===== src/rtl/scmi_pkg.sv =====
package scmi_pkg;
	// register offsets
	localparam logic [7:0] SCMI_ADDR_SETTING = 8'h17;
	localparam logic [7:0] SCMI_ADDR_CMD     = 8'h18;
	localparam logic [7:0] SCMI_ADDR_RESP    = 8'h20;
	localparam logic [7:0] SCMI_ADDR_FLAGS   = 8'h21;
	localparam logic [7:0] SCMI_ADDR_VIS_LO  = 8'h22;
	localparam logic [7:0] SCMI_ADDR_VIS_HI  = 8'h23;
	// reset values
	localparam logic [7:0] SCMI_RST_BYTE = 8'h00;
	// response codes
	localparam logic [7:0] SCMI_ERR_INVALID = 8'h80;
	localparam logic [7:0] SCMI_ERR_OVF_PS1 = 8'h88;
	localparam logic [7:0] SCMI_ERR_OVF_PS2 = 8'h89;
	localparam logic [7:0] SCMI_ERR_OVF_PS3 = 8'h8A;
	localparam logic [7:0] SCMI_ERR_OVF_VIS = 8'h8C;
	localparam logic [7:0] SCMI_ERR_OVF_IR  = 8'h8D;
	localparam logic [7:0] SCMI_ERR_OVF_AUX = 8'h8E;
	localparam int         SCMI_ERR_BIT     = 7;
	// event flag layout
	localparam int SCMI_FLAG_W   = 6;
	localparam int SCMI_FLAG_CMD = 5;
	localparam int SCMI_FLAG_PS1 = 2;
	localparam int SCMI_PROX_N   = 3;
	// proximity alert style that survives auto clear
	localparam logic [1:0] SCMI_STYLE_KEEP = 2'h3;
	// overflow channel select
	typedef enum logic [2:0] {
		SCMI_CH_PS1, SCMI_CH_PS2, SCMI_CH_PS3, SCMI_CH_VIS, SCMI_CH_IR, SCMI_CH_AUX
	} scmi_chan_type;
	// serial slave states
	typedef enum logic [2:0] {
		SCMI_IDLE, SCMI_ADDR, SCMI_AACK, SCMI_WR, SCMI_WACK, SCMI_RD, SCMI_RACK
	} scmi_i2c_state_type;
endpackage


===== src/rtl/scmi_i2c_slave.sv =====
module scmi_i2c_slave #(
	parameter logic [6:0] DEV_ADDR = 7'h2A
) (
	// clock and reset
	input  wire logic       ref_clk,
	input  wire logic       rst_n,
	// serial pins
	input  wire logic       sclIn,
	input  wire logic       sdaIn,
	output logic            sdaOut,
	output logic            sdaOe,
	// register access
	output logic [7:0]      regAddr,
	input  wire logic [7:0] rdData,
	output logic            wrStb,
	output logic [7:0]      wrAddr,
	output logic [7:0]      wrData
);
	import scmi_pkg::*;

	typedef struct packed {
		scmi_i2c_state_type st;
		logic               sclPrev;
		logic               sdaPrev;
		logic [7:0]         shift;
		logic [3:0]         bitCnt;
		logic [7:0]         ptr;
		logic               ptrSet;
		logic               oe;
		logic               wrStb;
		logic [7:0]         wrAddr;
		logic [7:0]         wrData;
	} scmi_i2c_type;

	scmi_i2c_type r;
	scmi_i2c_type next_r;
	logic         rise;
	logic         fall;

	// pin edges; start and stop are sda moving while scl is high
	assign rise = sclIn & ~r.sclPrev;
	assign fall = ~sclIn & r.sclPrev;

	// byte engine: sample on scl rise, drive on scl fall
	always_comb begin
		next_r = r;
		next_r.sclPrev = sclIn;
		next_r.sdaPrev = sdaIn;
		next_r.wrStb = 1'b0;
		if (sclIn && r.sclPrev && r.sdaPrev && !sdaIn) begin
			next_r.st = SCMI_ADDR;
			next_r.bitCnt = 4'h0;
			next_r.ptrSet = 1'b0;
			next_r.oe = 1'b0;
		end else if (sclIn && r.sclPrev && !r.sdaPrev && sdaIn) begin
			next_r.st = SCMI_IDLE;
			next_r.oe = 1'b0;
		end else begin
			case (r.st)
				SCMI_ADDR, SCMI_WR: begin
					if (rise) begin
						next_r.shift = {r.shift[6:0], sdaIn};
						next_r.bitCnt = r.bitCnt + 4'h1;
					end else if (fall && r.bitCnt == 4'h8) begin
						next_r.oe = 1'b1;
						next_r.bitCnt = 4'h0;
						if (r.st == SCMI_ADDR) begin
							next_r.st = (r.shift[7:1] == DEV_ADDR) ? SCMI_AACK : SCMI_IDLE;
							next_r.oe = (r.shift[7:1] == DEV_ADDR);
						end else begin
							next_r.st = SCMI_WACK;
							// first byte of a write sets the pointer
							if (r.ptrSet) begin
								next_r.wrStb = 1'b1;
								next_r.wrAddr = r.ptr;
								next_r.wrData = r.shift;
								next_r.ptr = r.ptr + 8'h01;
							end else begin
								next_r.ptr = r.shift;
								next_r.ptrSet = 1'b1;
							end
						end
					end
				end
				SCMI_AACK, SCMI_RACK: begin
					if (rise && r.st == SCMI_RACK && sdaIn) begin
						next_r.st = SCMI_IDLE;
					end else if (fall && r.st == SCMI_AACK && !r.shift[0]) begin
						next_r.oe = 1'b0;
						next_r.st = SCMI_WR;
					end else if (fall) begin
						next_r.shift = rdData;
						next_r.oe = ~rdData[7];
						next_r.bitCnt = 4'h1;
						next_r.ptr = r.ptr + 8'h01;
						next_r.st = SCMI_RD;
					end
				end
				SCMI_WACK: begin
					if (fall) begin
						next_r.oe = 1'b0;
						next_r.st = SCMI_WR;
					end
				end
				SCMI_RD: begin
					if (fall && r.bitCnt == 4'h8) begin
						next_r.oe = 1'b0;
						next_r.st = SCMI_RACK;
					end else if (fall) begin
						next_r.shift = {r.shift[6:0], 1'b0};
						next_r.oe = ~r.shift[6];
						next_r.bitCnt = r.bitCnt + 4'h1;
					end
				end
				SCMI_IDLE: ;
				default: next_r.st = SCMI_IDLE;
			endcase
		end
	end

	always_ff @(posedge ref_clk or negedge rst_n) begin
		if (!rst_n) begin
			r <= '{st: SCMI_IDLE, sclPrev: 1'b1, sdaPrev: 1'b1, default: '0};
		end else begin
			r <= next_r;
		end
	end

	// open drain: only ever pulls low
	assign sdaOut = 1'b0;
	assign sdaOe = r.oe;
	assign regAddr = r.ptr;
	assign wrStb = r.wrStb;
	assign wrAddr = r.wrAddr;
	assign wrData = r.wrData;
endmodule


===== src/rtl/scmi_event_flags.sv =====
module scmi_event_flags #(
	parameter int WIDTH = 6
) (
	// clock and reset
	input  wire logic             ref_clk,
	input  wire logic             rst_n,
	// flag control
	input  wire logic [WIDTH-1:0] setBits,
	input  wire logic [WIDTH-1:0] clrBits,
	input  wire logic             autoClr,
	input  wire logic [WIDTH-1:0] keepBits,
	input  wire logic [WIDTH-1:0] alertMask,
	// state
	output logic [WIDTH-1:0]      flags,
	output logic                  alertN
);
	typedef struct packed {
		logic [WIDTH-1:0] flags;
		logic             alertN;
	} scmi_flag_type;

	scmi_flag_type r;
	scmi_flag_type next_r;

	// clear first, then set, so an event in the clear cycle survives
	always_comb begin
		next_r.flags = r.flags & ~clrBits;
		if (autoClr) begin
			next_r.flags = next_r.flags & keepBits;
		end
		next_r.flags = next_r.flags | setBits;
		// RQ13: pin from masked flags
		next_r.alertN = ~|(next_r.flags & alertMask);
	end

	always_ff @(posedge ref_clk or negedge rst_n) begin
		if (!rst_n) begin
			r <= '{flags: '0, alertN: 1'b1};
		end else begin
			r <= next_r;
		end
	end

	assign flags = r.flags;
	assign alertN = r.alertN;

	AST_ALERT_MASKED: assert property (@(posedge ref_clk) disable iff (!rst_n) // RQ13
		##1 (alertN == !(|(flags & $past(alertMask)))))
		else $error("alert pin disagrees with masked flags");
	AST_FLAG_STICKY: assert property (@(posedge ref_clk) disable iff (!rst_n) // RQ14
		(!autoClr && (flags & ~clrBits) != '0)
		|=> ((flags & $past(flags & ~clrBits)) == $past(flags & ~clrBits)))
		else $error("flag lost without a write of one");
	AST_AUTO_CLEAR: assert property (@(posedge ref_clk) disable iff (!rst_n) // RQ15
		(autoClr && setBits == '0) |=> ((flags & ~$past(keepBits)) == '0))
		else $error("auto clear left an unkept flag set");
endmodule


===== src/rtl/scmi_mailbox.sv =====
// Contract
// RQ1: only a write to the command mailbox wakes the device from standby
// RQ2: command mailbox hands codes to the sequencer and resets to zero
// RQ3: errors load the response register with a code whose top bit is one
// RQ4: a held error code stays until a reset or no-op command arrives; a host write to 0x20 also replaces it
// RQ5: while an error is held, commands other than reset or no-op are dropped
// RQ6: autonomous measurement results keep flowing while an error is held
// RQ7: without error, response low nibble counts executed commands and wraps
// RQ8: host polls the rollover counter to confirm each command ran
// RQ9: unrecognised command reports code 0x80
// RQ10: proximity channel one to three overflow reports 0x88, 0x89, 0x8A
// RQ11: visible, infrared and extra channel overflow report 0x8C, 0x8D, 0x8E
// RQ12: flags: command bit 5, proximity 4..2, light field 1..0, 7..6 reserved
// RQ13: alert pin asserts when any flag and its mask bit are both set
// RQ14: clear style zero keeps a flag until the host writes one to it
// RQ15: clear style one auto clears all flags except kept proximity styles
// RQ16: visible-light result low byte at 0x22, high byte at 0x23, reset zero
// RQ17: host reads result bytes after the alert and before the next result
// RQ18: setting mailbox carries parameter values to the sequencer
// RQ19: command flag sets each time the sequencer finishes a command
// RQ20: all registers reachable bytewise over the serial slave by offset
module scmi_mailbox
	import scmi_pkg::*;
#(
	parameter logic [6:0] DEV_ADDR  = 7'h2A,
	parameter logic [7:0] CMD_NOP   = 8'h00,
	parameter logic [7:0] CMD_RESET = 8'h01
) (
	// clock and reset
	input  wire logic                           ref_clk,
	input  wire logic                           rst_n,
	// serial pins
	input  wire logic                           sclIn,
	input  wire logic                           sdaIn,
	output logic                                sdaOut,
	output logic                                sdaOe,
	// sequencer command side
	output logic                                cmdStrobe,
	output logic [7:0]                          cmdCode,
	output logic [7:0]                          settingValue,
	output logic                                awake,
	input  wire logic                           seqDone,
	input  wire logic                           seqCmdInvalid,
	input  wire logic                           seqOvfValid,
	input  wire scmi_pkg::scmi_chan_type        seqOvfChan,
	input  wire logic                           seqStandby,
	// sequencer events and results
	input  wire logic [scmi_pkg::SCMI_PROX_N-1:0] seqProxFlag,
	input  wire logic [1:0]                     seqLightFlag,
	input  wire logic                           seqAutoClear,
	input  wire logic                           visResultValid,
	input  wire logic [15:0]                    visResult,
	// alert configuration
	input  wire logic [scmi_pkg::SCMI_FLAG_W-1:0] alertMask,
	input  wire logic                           clearStyle,
	input  wire logic [2*scmi_pkg::SCMI_PROX_N-1:0] proxAlertStyle,
	// host alert pin
	output logic                                alertN
);
	import scmi_pkg::*;

	typedef struct packed {
		logic [7:0] setting;
		logic [7:0] cmdMbox;
		logic [7:0] response;
		logic [7:0] visLo;
		logic [7:0] visHi;
		logic       cmdStrobe;
		logic       awake;
	} scmi_top_type;

	scmi_top_type           r;
	scmi_top_type           next_r;
	logic [7:0]             regAddr;
	logic [7:0]             rdData;
	logic                   wrStb;
	logic [7:0]             wrAddr;
	logic [7:0]             wrData;
	logic [SCMI_FLAG_W-1:0] flags;
	logic [SCMI_FLAG_W-1:0] setBits;
	logic [SCMI_FLAG_W-1:0] clrBits;
	logic [SCMI_FLAG_W-1:0] keepBits;
	logic                   cmdWrite;
	logic                   clearCmd;
	logic                   errHeld;
	logic                   clrAccept;
	logic [7:0]             ovfCode;

	// serial slave gives byte-wide access by offset
	// RQ20: bytewise register port
	scmi_i2c_slave #(
		.DEV_ADDR (DEV_ADDR)
	) u_slave (
		.ref_clk (ref_clk),
		.rst_n   (rst_n),
		.sclIn   (sclIn),
		.sdaIn   (sdaIn),
		.sdaOut  (sdaOut),
		.sdaOe   (sdaOe),
		.regAddr (regAddr),
		.rdData  (rdData),
		.wrStb   (wrStb),
		.wrAddr  (wrAddr),
		.wrData  (wrData)
	);

	// flag sources in register bit order
	// RQ12: flag field layout
	// RQ19: completion sets command flag
	assign setBits = {seqDone, seqProxFlag, seqLightFlag};

	// write of one clears; also legal under clear style one
	// RQ14: write one to clear
	assign clrBits = (wrStb && wrAddr == SCMI_ADDR_FLAGS) ? wrData[SCMI_FLAG_W-1:0] : '0;

	// per channel keep mask for auto clear
	// RQ15: keep proximity style 11
	genvar gi;
	generate
		for (gi = 0; gi < SCMI_PROX_N; gi++) begin : g_keep
			assign keepBits[SCMI_FLAG_PS1+gi] = (proxAlertStyle[2*gi+:2] == SCMI_STYLE_KEEP);
		end
	endgenerate
	assign keepBits[SCMI_FLAG_CMD] = 1'b0;
	assign keepBits[1:0] = 2'b00;

	scmi_event_flags #(
		.WIDTH (SCMI_FLAG_W)
	) u_flags (
		.ref_clk   (ref_clk),
		.rst_n     (rst_n),
		.setBits   (setBits),
		.clrBits   (clrBits),
		.autoClr   (clearStyle & seqAutoClear),
		.keepBits  (keepBits),
		.alertMask (alertMask),
		.flags     (flags),
		.alertN    (alertN)
	);

	// command write decode; shared by the update and the checks
	assign cmdWrite = wrStb && wrAddr == SCMI_ADDR_CMD;
	assign clearCmd = (wrData == CMD_NOP) || (wrData == CMD_RESET);
	assign errHeld = r.response[SCMI_ERR_BIT];
	assign clrAccept = cmdWrite && errHeld && clearCmd;

	// overflow channel to response code
	always_comb begin
		case (seqOvfChan)
			// RQ10: proximity overflow codes
			SCMI_CH_PS1: ovfCode = SCMI_ERR_OVF_PS1;
			SCMI_CH_PS2: ovfCode = SCMI_ERR_OVF_PS2;
			SCMI_CH_PS3: ovfCode = SCMI_ERR_OVF_PS3;
			// RQ11: light channel overflow codes
			SCMI_CH_VIS: ovfCode = SCMI_ERR_OVF_VIS;
			SCMI_CH_IR:  ovfCode = SCMI_ERR_OVF_IR;
			default:     ovfCode = SCMI_ERR_OVF_AUX;
		endcase
	end

	// read mux; unmapped offsets and reserved flag bits read zero
	always_comb begin
		case (regAddr)
			SCMI_ADDR_SETTING: rdData = r.setting;
			SCMI_ADDR_CMD:     rdData = r.cmdMbox;
			SCMI_ADDR_RESP:    rdData = r.response;
			SCMI_ADDR_FLAGS:   rdData = {2'b00, flags};
			SCMI_ADDR_VIS_LO:  rdData = r.visLo;
			SCMI_ADDR_VIS_HI:  rdData = r.visHi;
			default:           rdData = 8'h00;
		endcase
	end

	// register update; sequencer reports other than standby are applied after host writes
	// so a sequencer report is never overwritten by a host write in the same cycle
	always_comb begin
		next_r = r;
		next_r.cmdStrobe = 1'b0;
		// standby entry loses to a wake in the same cycle
		if (seqStandby) begin
			next_r.awake = 1'b0;
		end
		if (wrStb) begin
			case (wrAddr)
				// RQ18: setting mailbox
				SCMI_ADDR_SETTING: next_r.setting = wrData;
				SCMI_ADDR_CMD: begin
					next_r.cmdMbox = wrData;
					// RQ1: command write wakes
					next_r.awake = 1'b1;
					// RQ5: drop while error held
					if (!errHeld || clearCmd) begin
						// RQ2: forward to sequencer
						next_r.cmdStrobe = 1'b1;
					end
					// RQ4: reset or no-op releases error
					if (clrAccept) begin
						next_r.response = SCMI_RST_BYTE;
					end
				end
				SCMI_ADDR_RESP:   next_r.response = wrData;
				SCMI_ADDR_VIS_LO: next_r.visLo = wrData;
				SCMI_ADDR_VIS_HI: next_r.visHi = wrData;
				default: ;
			endcase
		end
		// RQ7: rollover count per executed command
		if (seqDone && !next_r.response[SCMI_ERR_BIT]) begin
			next_r.response[3:0] = next_r.response[3:0] + 4'h1;
		end
		// RQ9: unrecognised command code
		if (seqCmdInvalid) begin
			next_r.response = SCMI_ERR_INVALID;
		end
		// RQ3: error code has top bit set
		if (seqOvfValid) begin
			next_r.response = ovfCode;
		end
		// RQ6: results land regardless of error
		// RQ16: visible result byte pair
		if (visResultValid) begin
			next_r.visLo = visResult[7:0];
			next_r.visHi = visResult[15:8];
		end
	end

	always_ff @(posedge ref_clk or negedge rst_n) begin
		if (!rst_n) begin
			r <= '{default: '0};
		end else begin
			r <= next_r;
		end
	end

	// all outputs straight from flops
	assign cmdStrobe = r.cmdStrobe;
	assign cmdCode = r.cmdMbox;
	assign settingValue = r.setting;
	assign awake = r.awake;

	AST_WAKE_ONLY_BY_CMD: assert property (@(posedge ref_clk) disable iff (!rst_n) // RQ1
		$rose(awake) |-> $past(cmdWrite))
		else $error("device woke without a command write");
	AST_CMD_FORWARD: assert property (@(posedge ref_clk) disable iff (!rst_n) // RQ2
		(cmdWrite && !errHeld) |=> (cmdStrobe && cmdCode == $past(wrData)))
		else $error("command write not handed to sequencer");
	AST_ERR_HELD: assert property (@(posedge ref_clk) disable iff (!rst_n) // RQ4
		(errHeld && !clrAccept && !(wrStb && wrAddr == SCMI_ADDR_RESP))
		|=> r.response[SCMI_ERR_BIT])
		else $error("error code released without reset or no-op");
	AST_IGNORE_IN_ERR: assert property (@(posedge ref_clk) disable iff (!rst_n) // RQ5
		(cmdWrite && errHeld && !clearCmd) |=> !cmdStrobe)
		else $error("command forwarded while error held");
	AST_ROLLOVER: assert property (@(posedge ref_clk) disable iff (!rst_n) // RQ7
		(seqDone && !errHeld && !wrStb && !seqCmdInvalid && !seqOvfValid)
		|=> (r.response[3:0] == $past(r.response[3:0]) + 4'h1) && !r.response[SCMI_ERR_BIT])
		else $error("rollover counter did not step");
	AST_INVALID_CODE: assert property (@(posedge ref_clk) disable iff (!rst_n) // RQ9
		(seqCmdInvalid && !seqOvfValid) |=> (r.response == SCMI_ERR_INVALID))
		else $error("invalid command code not reported");
	AST_OVF_PS1: assert property (@(posedge ref_clk) disable iff (!rst_n) // RQ10
		(seqOvfValid && seqOvfChan == SCMI_CH_PS1) |=> (r.response == SCMI_ERR_OVF_PS1))
		else $error("proximity one overflow code wrong");
	AST_OVF_VIS: assert property (@(posedge ref_clk) disable iff (!rst_n) // RQ11
		(seqOvfValid && seqOvfChan == SCMI_CH_VIS) |=> (r.response == SCMI_ERR_OVF_VIS))
		else $error("visible overflow code wrong");
	AST_OVF_PS2: assert property (@(posedge ref_clk) disable iff (!rst_n) // RQ10
		(seqOvfValid && seqOvfChan == SCMI_CH_PS2) |=> (r.response == SCMI_ERR_OVF_PS2))
		else $error("proximity two overflow code wrong");
	AST_OVF_PS3: assert property (@(posedge ref_clk) disable iff (!rst_n) // RQ10
		(seqOvfValid && seqOvfChan == SCMI_CH_PS3) |=> (r.response == SCMI_ERR_OVF_PS3))
		else $error("proximity three overflow code wrong");
	AST_OVF_IR: assert property (@(posedge ref_clk) disable iff (!rst_n) // RQ11
		(seqOvfValid && seqOvfChan == SCMI_CH_IR) |=> (r.response == SCMI_ERR_OVF_IR))
		else $error("infrared overflow code wrong");
	AST_OVF_AUX: assert property (@(posedge ref_clk) disable iff (!rst_n) // RQ11
		(seqOvfValid && seqOvfChan == SCMI_CH_AUX) |=> (r.response == SCMI_ERR_OVF_AUX))
		else $error("extra channel overflow code wrong");
	AST_ERR_TOP_BIT: assert property (@(posedge ref_clk) disable iff (!rst_n) // RQ3
		(seqOvfValid || seqCmdInvalid) |=> r.response[SCMI_ERR_BIT])
		else $error("error code without top bit");
	AST_CMD_FLAG: assert property (@(posedge ref_clk) disable iff (!rst_n) // RQ19
		seqDone |=> flags[SCMI_FLAG_CMD])
		else $error("completion flag not set");
	AST_VIS_RESULT: assert property (@(posedge ref_clk) disable iff (!rst_n) // RQ16
		visResultValid |=> ({r.visHi, r.visLo} == $past(visResult)))
		else $error("visible result not captured");
endmodule


===== config.mk =====
export PLATFORM = sky130hd
export DESIGN_NAME = scmi_mailbox
export DESIGN_NICKNAME = d
export VERILOG_FILES = /design/src/rtl/scmi_pkg.sv /design/src/rtl/scmi_i2c_slave.sv /design/src/rtl/scmi_event_flags.sv /design/src/rtl/scmi_mailbox.sv
export SDC_FILE = /design/constraint.sdc
export NUM_CORES = 1
export LEC_CHECK = 0
export ABC_AREA = 1
export BUFFER_PORTS_ARGS = -buffer_cell sky130_fd_sc_hd__clkbuf_2
export CELL_PAD_IN_SITES_DETAIL_PLACEMENT = 1
export CELL_PAD_IN_SITES_GLOBAL_PLACEMENT = 1
export CORE_MARGIN = 5
export CORE_UTILIZATION = 30
export CTS_CLUSTER_DIAMETER = 120
export DETAILED_ROUTE_END_ITERATION = 10
export GPL_TIMING_DRIVEN = 1
export PLACE_DENSITY_LB_ADDON = 0.1
export SLEW_MARGIN = 15
export SYNTH_ARGS = -nofsm -noshare
export SYNTH_HDL_FRONTEND = slang
export SYNTH_SLANG_ARGS = --single-unit
export TNS_END_PERCENT = 100

===== constraint.sdc =====
create_clock -name ref_clk -period 2.1 [get_ports ref_clk]
set_input_delay 0.21 -clock ref_clk [delete_from_list [all_inputs] [get_ports ref_clk]]
set_output_delay 0.21 -clock ref_clk [all_outputs]
set_load 0.005 [all_outputs]

After elaboration in Yosys (flattened, before gate mapping)
Index checks and enable logic that the tools add are counted.

Register bits: 93. Input bits: 47. Output and inout port bits: 21. Logic and storage cells: 207.

Add/subtract/negate cells: 3. Equal/unequal tests: 56. Mux-type cells: 59. Bitwise operators: 16. Reductions and logical operators: 52.

Operators with widths (number): $mux 17 (5); $eq 8x6->1 const B (8); $mux 20 (3); $mux 8 (7); $pmux 8 s6 (1); $pmux 12 s3 (1); $eq 8x5->1 const B (4); $pmux 8 s2 (2); $mux 31 (1); $mux 3 (10); $pmux 3 s5 (2); $mux 27 (1); $mux 26 (1); $mux 12 (2); $reduce_and 9->1 (2); $mux 16 (1); $ne 4x1->1 const B (4); $logic_and 1x1->1 (15); $reduce_and 7->1 (2); $mux 13 (1); $and 6x6->6 (2); $eq 3x2->1 const B (4); $eq 3x3->1 const B (4); $mux 4 (3); other kinds (40) (100).

Depth between registers and ports, before layout
Depth after elaboration: 12. Depth in mapped cells: 14. Mapped depth without buffers: 14.

By module
A second synthesis with hierarchy kept.

Cell total of the unflattened synthesis: 804. Area, all modules: 5771.8 um^2.

By module, submodules not included: scmi_i2c_slave (instances 1, cells an instance 393, area each 2805.2 um^2, sequential area each 1103.6 um^2); scmi_mailbox (instances 1, cells an instance 353, area each 2593.7 um^2, sequential area each 1051.0 um^2); scmi_event_flags (instances 1, cells an instance 58, area each 372.9 um^2, sequential area each 176.4 um^2).

Least setup slack after synthesis
No wires, ideal clock.

Path kind: register -> register. From: register u_slave.r (netlist bit u_slave.wrAddr[3]). To: register r[19] (netlist name). Library setup time: 0.130 ns. Data arrival time: 1.644 ns. Path slack: 0.326 ns. Cell stages (with the launch flop): 10. Clock period less this slack: 1.774 ns. Path through: dfrtp_1 -> nor2_2 -> nand2_1 -> nor2_2 -> nand3_1 -> nand3_1 -> nand2_1 -> ha_1 -> o211ai_1 -> o21ai_0.

RTL lines: from (decl) (RTL line scmi_i2c_slave.sv:35) `scmi_i2c_type r;`; from (signal assigned) (RTL line scmi_i2c_slave.sv:125) `r <= next_r;`; to (signal assigned) (RTL line scmi_mailbox.sv:231) `r <= next_r;`; to (decl) (RTL line scmi_mailbox.sv:72) `scmi_top_type r;`.

Final worst setup path
From: register u_slave.r[40] (netlist name). To: register u_slave.r[34] (netlist name).

Word-level cells in the longest chain between the ends: 6.

RTL lines: $not 1->1 (RTL line scmi_i2c_slave.sv:41) `assign rise = sclIn & ~r.sclPrev;`; $and 1x1->1 (RTL line scmi_i2c_slave.sv:41); $logic_and 1x1->1 (2 in a row) (RTL line scmi_i2c_slave.sv:86) `if (rise && r.st == SCMI_RACK && sdaIn) begin`; $ne 2x2->1 (no source line); $reduce_and 9->1 (no source line) *.

Every way passes the cells marked *; elsewhere a longest branch is shown, timed or not. A chain may end at the register's enable or synchronous reset.

==> implementation parameters <==
Parameter                              Value

STA
  Minimum clock period ... roughly 2 ns
  Transition time at the pin with the least slew margin ... approximately 0.60 ns
  Setup violation total in the final timing report ... 0
  RSZ-0062 raised after global routing ... false
  Hold Fails Final Rpt ... 0
  Clock tree skew after final layout ... slightly above 0.009 ns
  Max-slew violations ... 0
  Highest Clock Rate ... slightly above 500 MHz
  Part of the cycle the worst path needs ... 93.9%
  Remaining max-slew budget at the tightest pin ... roughly 60%

Place
  Global placer's final weighted congestion ... about 0.9
  Final HPWL from detailed placement ... ~15000 um
  Count of buffers from port buffering ... 66
  Instance count after placement with tap cells included ... roughly 1000

Routing
  Via-per-instance ratio ... between 4 and 5
  Routed WL ... roughly 18000 um
  Drt wl/cell ... 18.2 um
  Residual DRC ... 0
  Iter 0 DRT Violations ... approximately 220
  Total number of vias ... slightly below 5k
  Number of detailed-routing iterations run before antenna repair ... 4
  Number of antenna-violating nets in the routed design ... 0

Critical path
  Arrival time of data at the critical path endpoint ... approximately 2.2 ns
  Data required, critical path ... around 2.3 ns
  Critical path startpoint ... u_slave.r[40]
  Source of the worst register-to-register timing path ... u_slave.r[40]
  Depth of the most critical reg-to-reg path ... 9
  Capture point of the worst path ... u_slave.r[34]
  Startpoint type of the worst setup path ... flop
  Crit path max fanout ... 8
  Critical Setup Path Class ... flop to flop
  Kind of capture point of the worst setup path ... flop
  Endpoint of the worst register-to-register path ... u_slave.r[34]
  Worst R2R Setup Slack ... 0.13 ns

Pwr
  Power density over the cells ... 721 nW/um^2
  Maximum ir drop on the vdd rail ... between 0.0004 and 0.0005 V
  Leakage Power ... slightly above 0.003 uW

Global route
  Final global-route overflow total ... 0
  Overall Global Routing Usage ... 18.6%
  First-pass GRT wire length ... around 29000 um
  Vias in the first global route ... roughly 5.3k
  Pin count of the biggest net entering global routing ... 42
  Antenna violations before repair ... 0

Die
  Core Box Area ... approximately 17000 um^2
  Standard-cell row count ... 48
  Die Footprint ... slightly above 20000 um^2
  Height of the die ... about 140 um
  Die width ... ~140 um
  Top Ports ... 68
  Initial core utilization ... a little under a third

Cells and area
  Number of fill cells in the layout ... about 2.1k
  Area growth from synthesis to layout ... 19.0%
  Final non-filler cell total ... roughly 1.0k
  Count of nets after finishing ... between 800 and 900
  Diodes inserted ... 0
  Layout cell share with drive strength beyond 1 ... 18.8%
  Post-layout utilization of the core ... a little over a third

Yosys
  Synth warn ... 0
  Combined area of all synthesized cells ... 5260 um^2
  Per-instance average area after synthesis ... around 7.5 um^2
  Gate count of the mapped netlist ... between 700 and 800
  Count of flip-flops with a built-in enable after synthesis ... 0
  Share of synthesized area occupied by flip-flops and latches ... ~44%
  Number of synthesized register bits ... 93
  Number of nets produced by synthesis ... ~760
  Commonest register cell after synthesis ... sky130_fd_sc_hd__dfrtp_1
  Number of different library cells in the post-synthesis netlist ... 41
  Share of flip-flops with an asynchronous set or reset after synthesis ... 100%

Flow run
  Max-cap check violation count ... 0

Clock tree
  Clock-pin transition on the worst setup and hold timing paths ... about 0.07 ns
  Number of buffers created by CTS ... 9
  Maximum level of the CTS H-tree ... 3
  Largest buffer count on any clock path ... 2
  CTS Sinks ... 93
  Clk root buf ... sky130_fd_sc_hd__clkbuf_16
  Clock insertion delay at the later pin of the skew report ... about 0.36 ns
  Clock tree from TritonCTS ... yes

Outcome
  Result of the run ... complete, no violations

Hold path
  Kind of path behind the tightest hold check ... input pin to flop
[power by group]
part | switching [uW] | leakage, uW | internal, uW | total [uW]
logic | 511 | 0.00175 | 280 | 791
clock network | 786 | 0.000133 | 819 | 1610
registers | 161 | 0.00120 | 1960 | 2120
[flip-flops by register name, indices dropped and copies added, names as in the netlist]
signal           cells
u_slave.wrStb        1
u_slave.regAddr      8
u_flags.alertN       1
errHeld              1
cmdCode              8
u_slave.wrData       8
r                   23
u_flags.flags        6
u_slave.r           18
u_slave.wrAddr       8
cmdStrobe            1
settingValue         8
u_slave.sdaOe        1
awake                1
[Yosys cell counts (2+ instances only)]
master / n / share of area [%]
sky130_fd_sc_hd__clkbuf_1: 8 / 0.57
sky130_fd_sc_hd__nand2_1: 183 / 13
sky130_fd_sc_hd__nor2_1: 49 / 3.5
sky130_fd_sc_hd__o211ai_1: 7 / 1.0
sky130_fd_sc_hd__nand3_1: 38 / 3.6
sky130_fd_sc_hd__nor2_4: 3 / 0.64
sky130_fd_sc_hd__buf_2: 4 / 0.38
sky130_fd_sc_hd__nor4_1: 3 / 0.36
sky130_fd_sc_hd__o31ai_1: 3 / 0.43
sky130_fd_sc_hd__nor3_1: 18 / 1.7
sky130_fd_sc_hd__nand4_1: 7 / 0.83
sky130_fd_sc_hd__xor2_1: 5 / 0.83
sky130_fd_sc_hd__nand3_2: 2 / 0.38
sky130_fd_sc_hd__o22ai_2: 3 / 0.71
sky130_fd_sc_hd__o21bai_1: 7 / 1.0
sky130_fd_sc_hd__ha_1: 7 / 1.7
sky130_fd_sc_hd__o21ai_1: 22 / 2.1
sky130_fd_sc_hd__inv_1: 91 / 6.5
sky130_fd_sc_hd__buf_6: 2 / 0.43
sky130_fd_sc_hd__o22ai_1: 3 / 0.36
sky130_fd_sc_hd__dfrtp_1: 90 / 43
sky130_fd_sc_hd__dfstp_2: 3 / 1.5
sky130_fd_sc_hd__a21oi_1: 26 / 2.5
sky130_fd_sc_hd__a22oi_1: 6 / 0.86
sky130_fd_sc_hd__inv_2: 9 / 0.64
sky130_fd_sc_hd__o21ai_2: 2 / 0.33
sky130_fd_sc_hd__o21ai_0: 64 / 6.1
sky130_fd_sc_hd__nor2_2: 8 / 0.95
sky130_fd_sc_hd__buf_4: 17 / 2.4
[routing by layer]
| metal | GRT usage [%] | up-vias | part of all wire [%] | wire (um) |
|---|---|---|---|---|
| met2 | 33.2 | 100 | 51 | 9360 |
| li1 | - | 2431 | - | - |
| met4 | 6.35 | 0 | 2.2 | 407 |
| met1 | 23.1 | 2409 | 43 | 7940 |
| met3 | 2.18 | 20 | 3.8 | 703 |
| met5 | 0 | - | 0 | 0 |
[timing repair]
item / CTS / global route
hold buffers: 3 / 0
setup endpoints to repair: 1 / 10
buffers inserted: 0 / 5
hold endpoints to repair: 36 / 0
resized for setup: 1 / 4
pin swaps: 0 / 2
[critical path: stages, from the launching register on]
cell                       delay, ns
sky130_fd_sc_hd__dfstp_2        0.54
sky130_fd_sc_hd__nand2_1        0.19
sky130_fd_sc_hd__inv_1          0.19
sky130_fd_sc_hd__nand4_2        0.17
sky130_fd_sc_hd__o21a_1         0.18
sky130_fd_sc_hd__nand3_2        0.12
sky130_fd_sc_hd__nor2_4         0.06
sky130_fd_sc_hd__buf_4          0.17
sky130_fd_sc_hd__o211ai_1       0.11
sky130_fd_sc_hd__o21ai_1        0.10
[how the worst min path moves through the flow]
stage	start	end	depth (start not counted)
floorplan	rst_n	awake	0
global placement	rst_n	r[10]	1
detailed placement	rst_n	r[13]	1
CTS	seqStandby	awake	2
global route	seqStandby	awake	2
finish	seqStandby	awake	2
[cell families after synthesis]
| family | synth area share [%] |
|---|---|
| DFF | 44.3 |
| xor gates and xnor gates | 0.999 |
| adders and majority gates | 1.66 |
| and+or+nand+nor | 25.6 |
| AOI/OAI and AO/OA | 16.3 |
| muxes | 0.190 |
| buffers and inverters | 10.9 |
| other | 0.0713 |
[cell usage in the layout, fill, tap and decap left out, drive strengths merged]
cell	count
nor3	19
clkinv	1
o21ai	88
a22oi	6
o21a	1
o22ai	6
ha	7
o32ai	1
nor2	60
a21oi	26
o221ai	1
clkbuf	74
nand3	40
o31ai	3
o2111ai	1
dlygate4sd3	3
xor2	5
clkinvlp	2
mux2i	1
conb	1
o41ai	1
o211ai	7
nor4	3
and3	1
dfrtp	90
buf	32
nand4	8
a31oi	1
xnor2	1
nand2	183
inv	104
o21bai	7
dfstp	3
[stage by stage]
step	hold slack, ns	area (um^2)	setup TNS [ns]	setup slack [ns]	total power, uW
6_report	0.0383	6260	0	0.128	4520
5_1_grt	0.0622	6260	0	0.00126	4760
4_1_cts	0.0288	6210	0	0.0384	4570
3_5_place_dp	0.250	5900	-0.0189	-0.0189	2940
3_3_place_gp	0.257	5900	0	0.0551	2910
2_1_floorplan	-0.0856	5260	0	0.326	2590
[area by class of cell]
cell class                      count  area (um^2)  area share, %
Timing Repair Buffer              100          621           9.91
Sequential cell                    93         2330           37.2
Clock buffer                        9          225           3.59
Tap cell                          225          282           4.49
Inverter                          100          375           5.99
Multi-Input combinational cell    478         2380           37.9
Clock inverter                      7         55.1          0.879
Power figures use the tool's default switching activity.
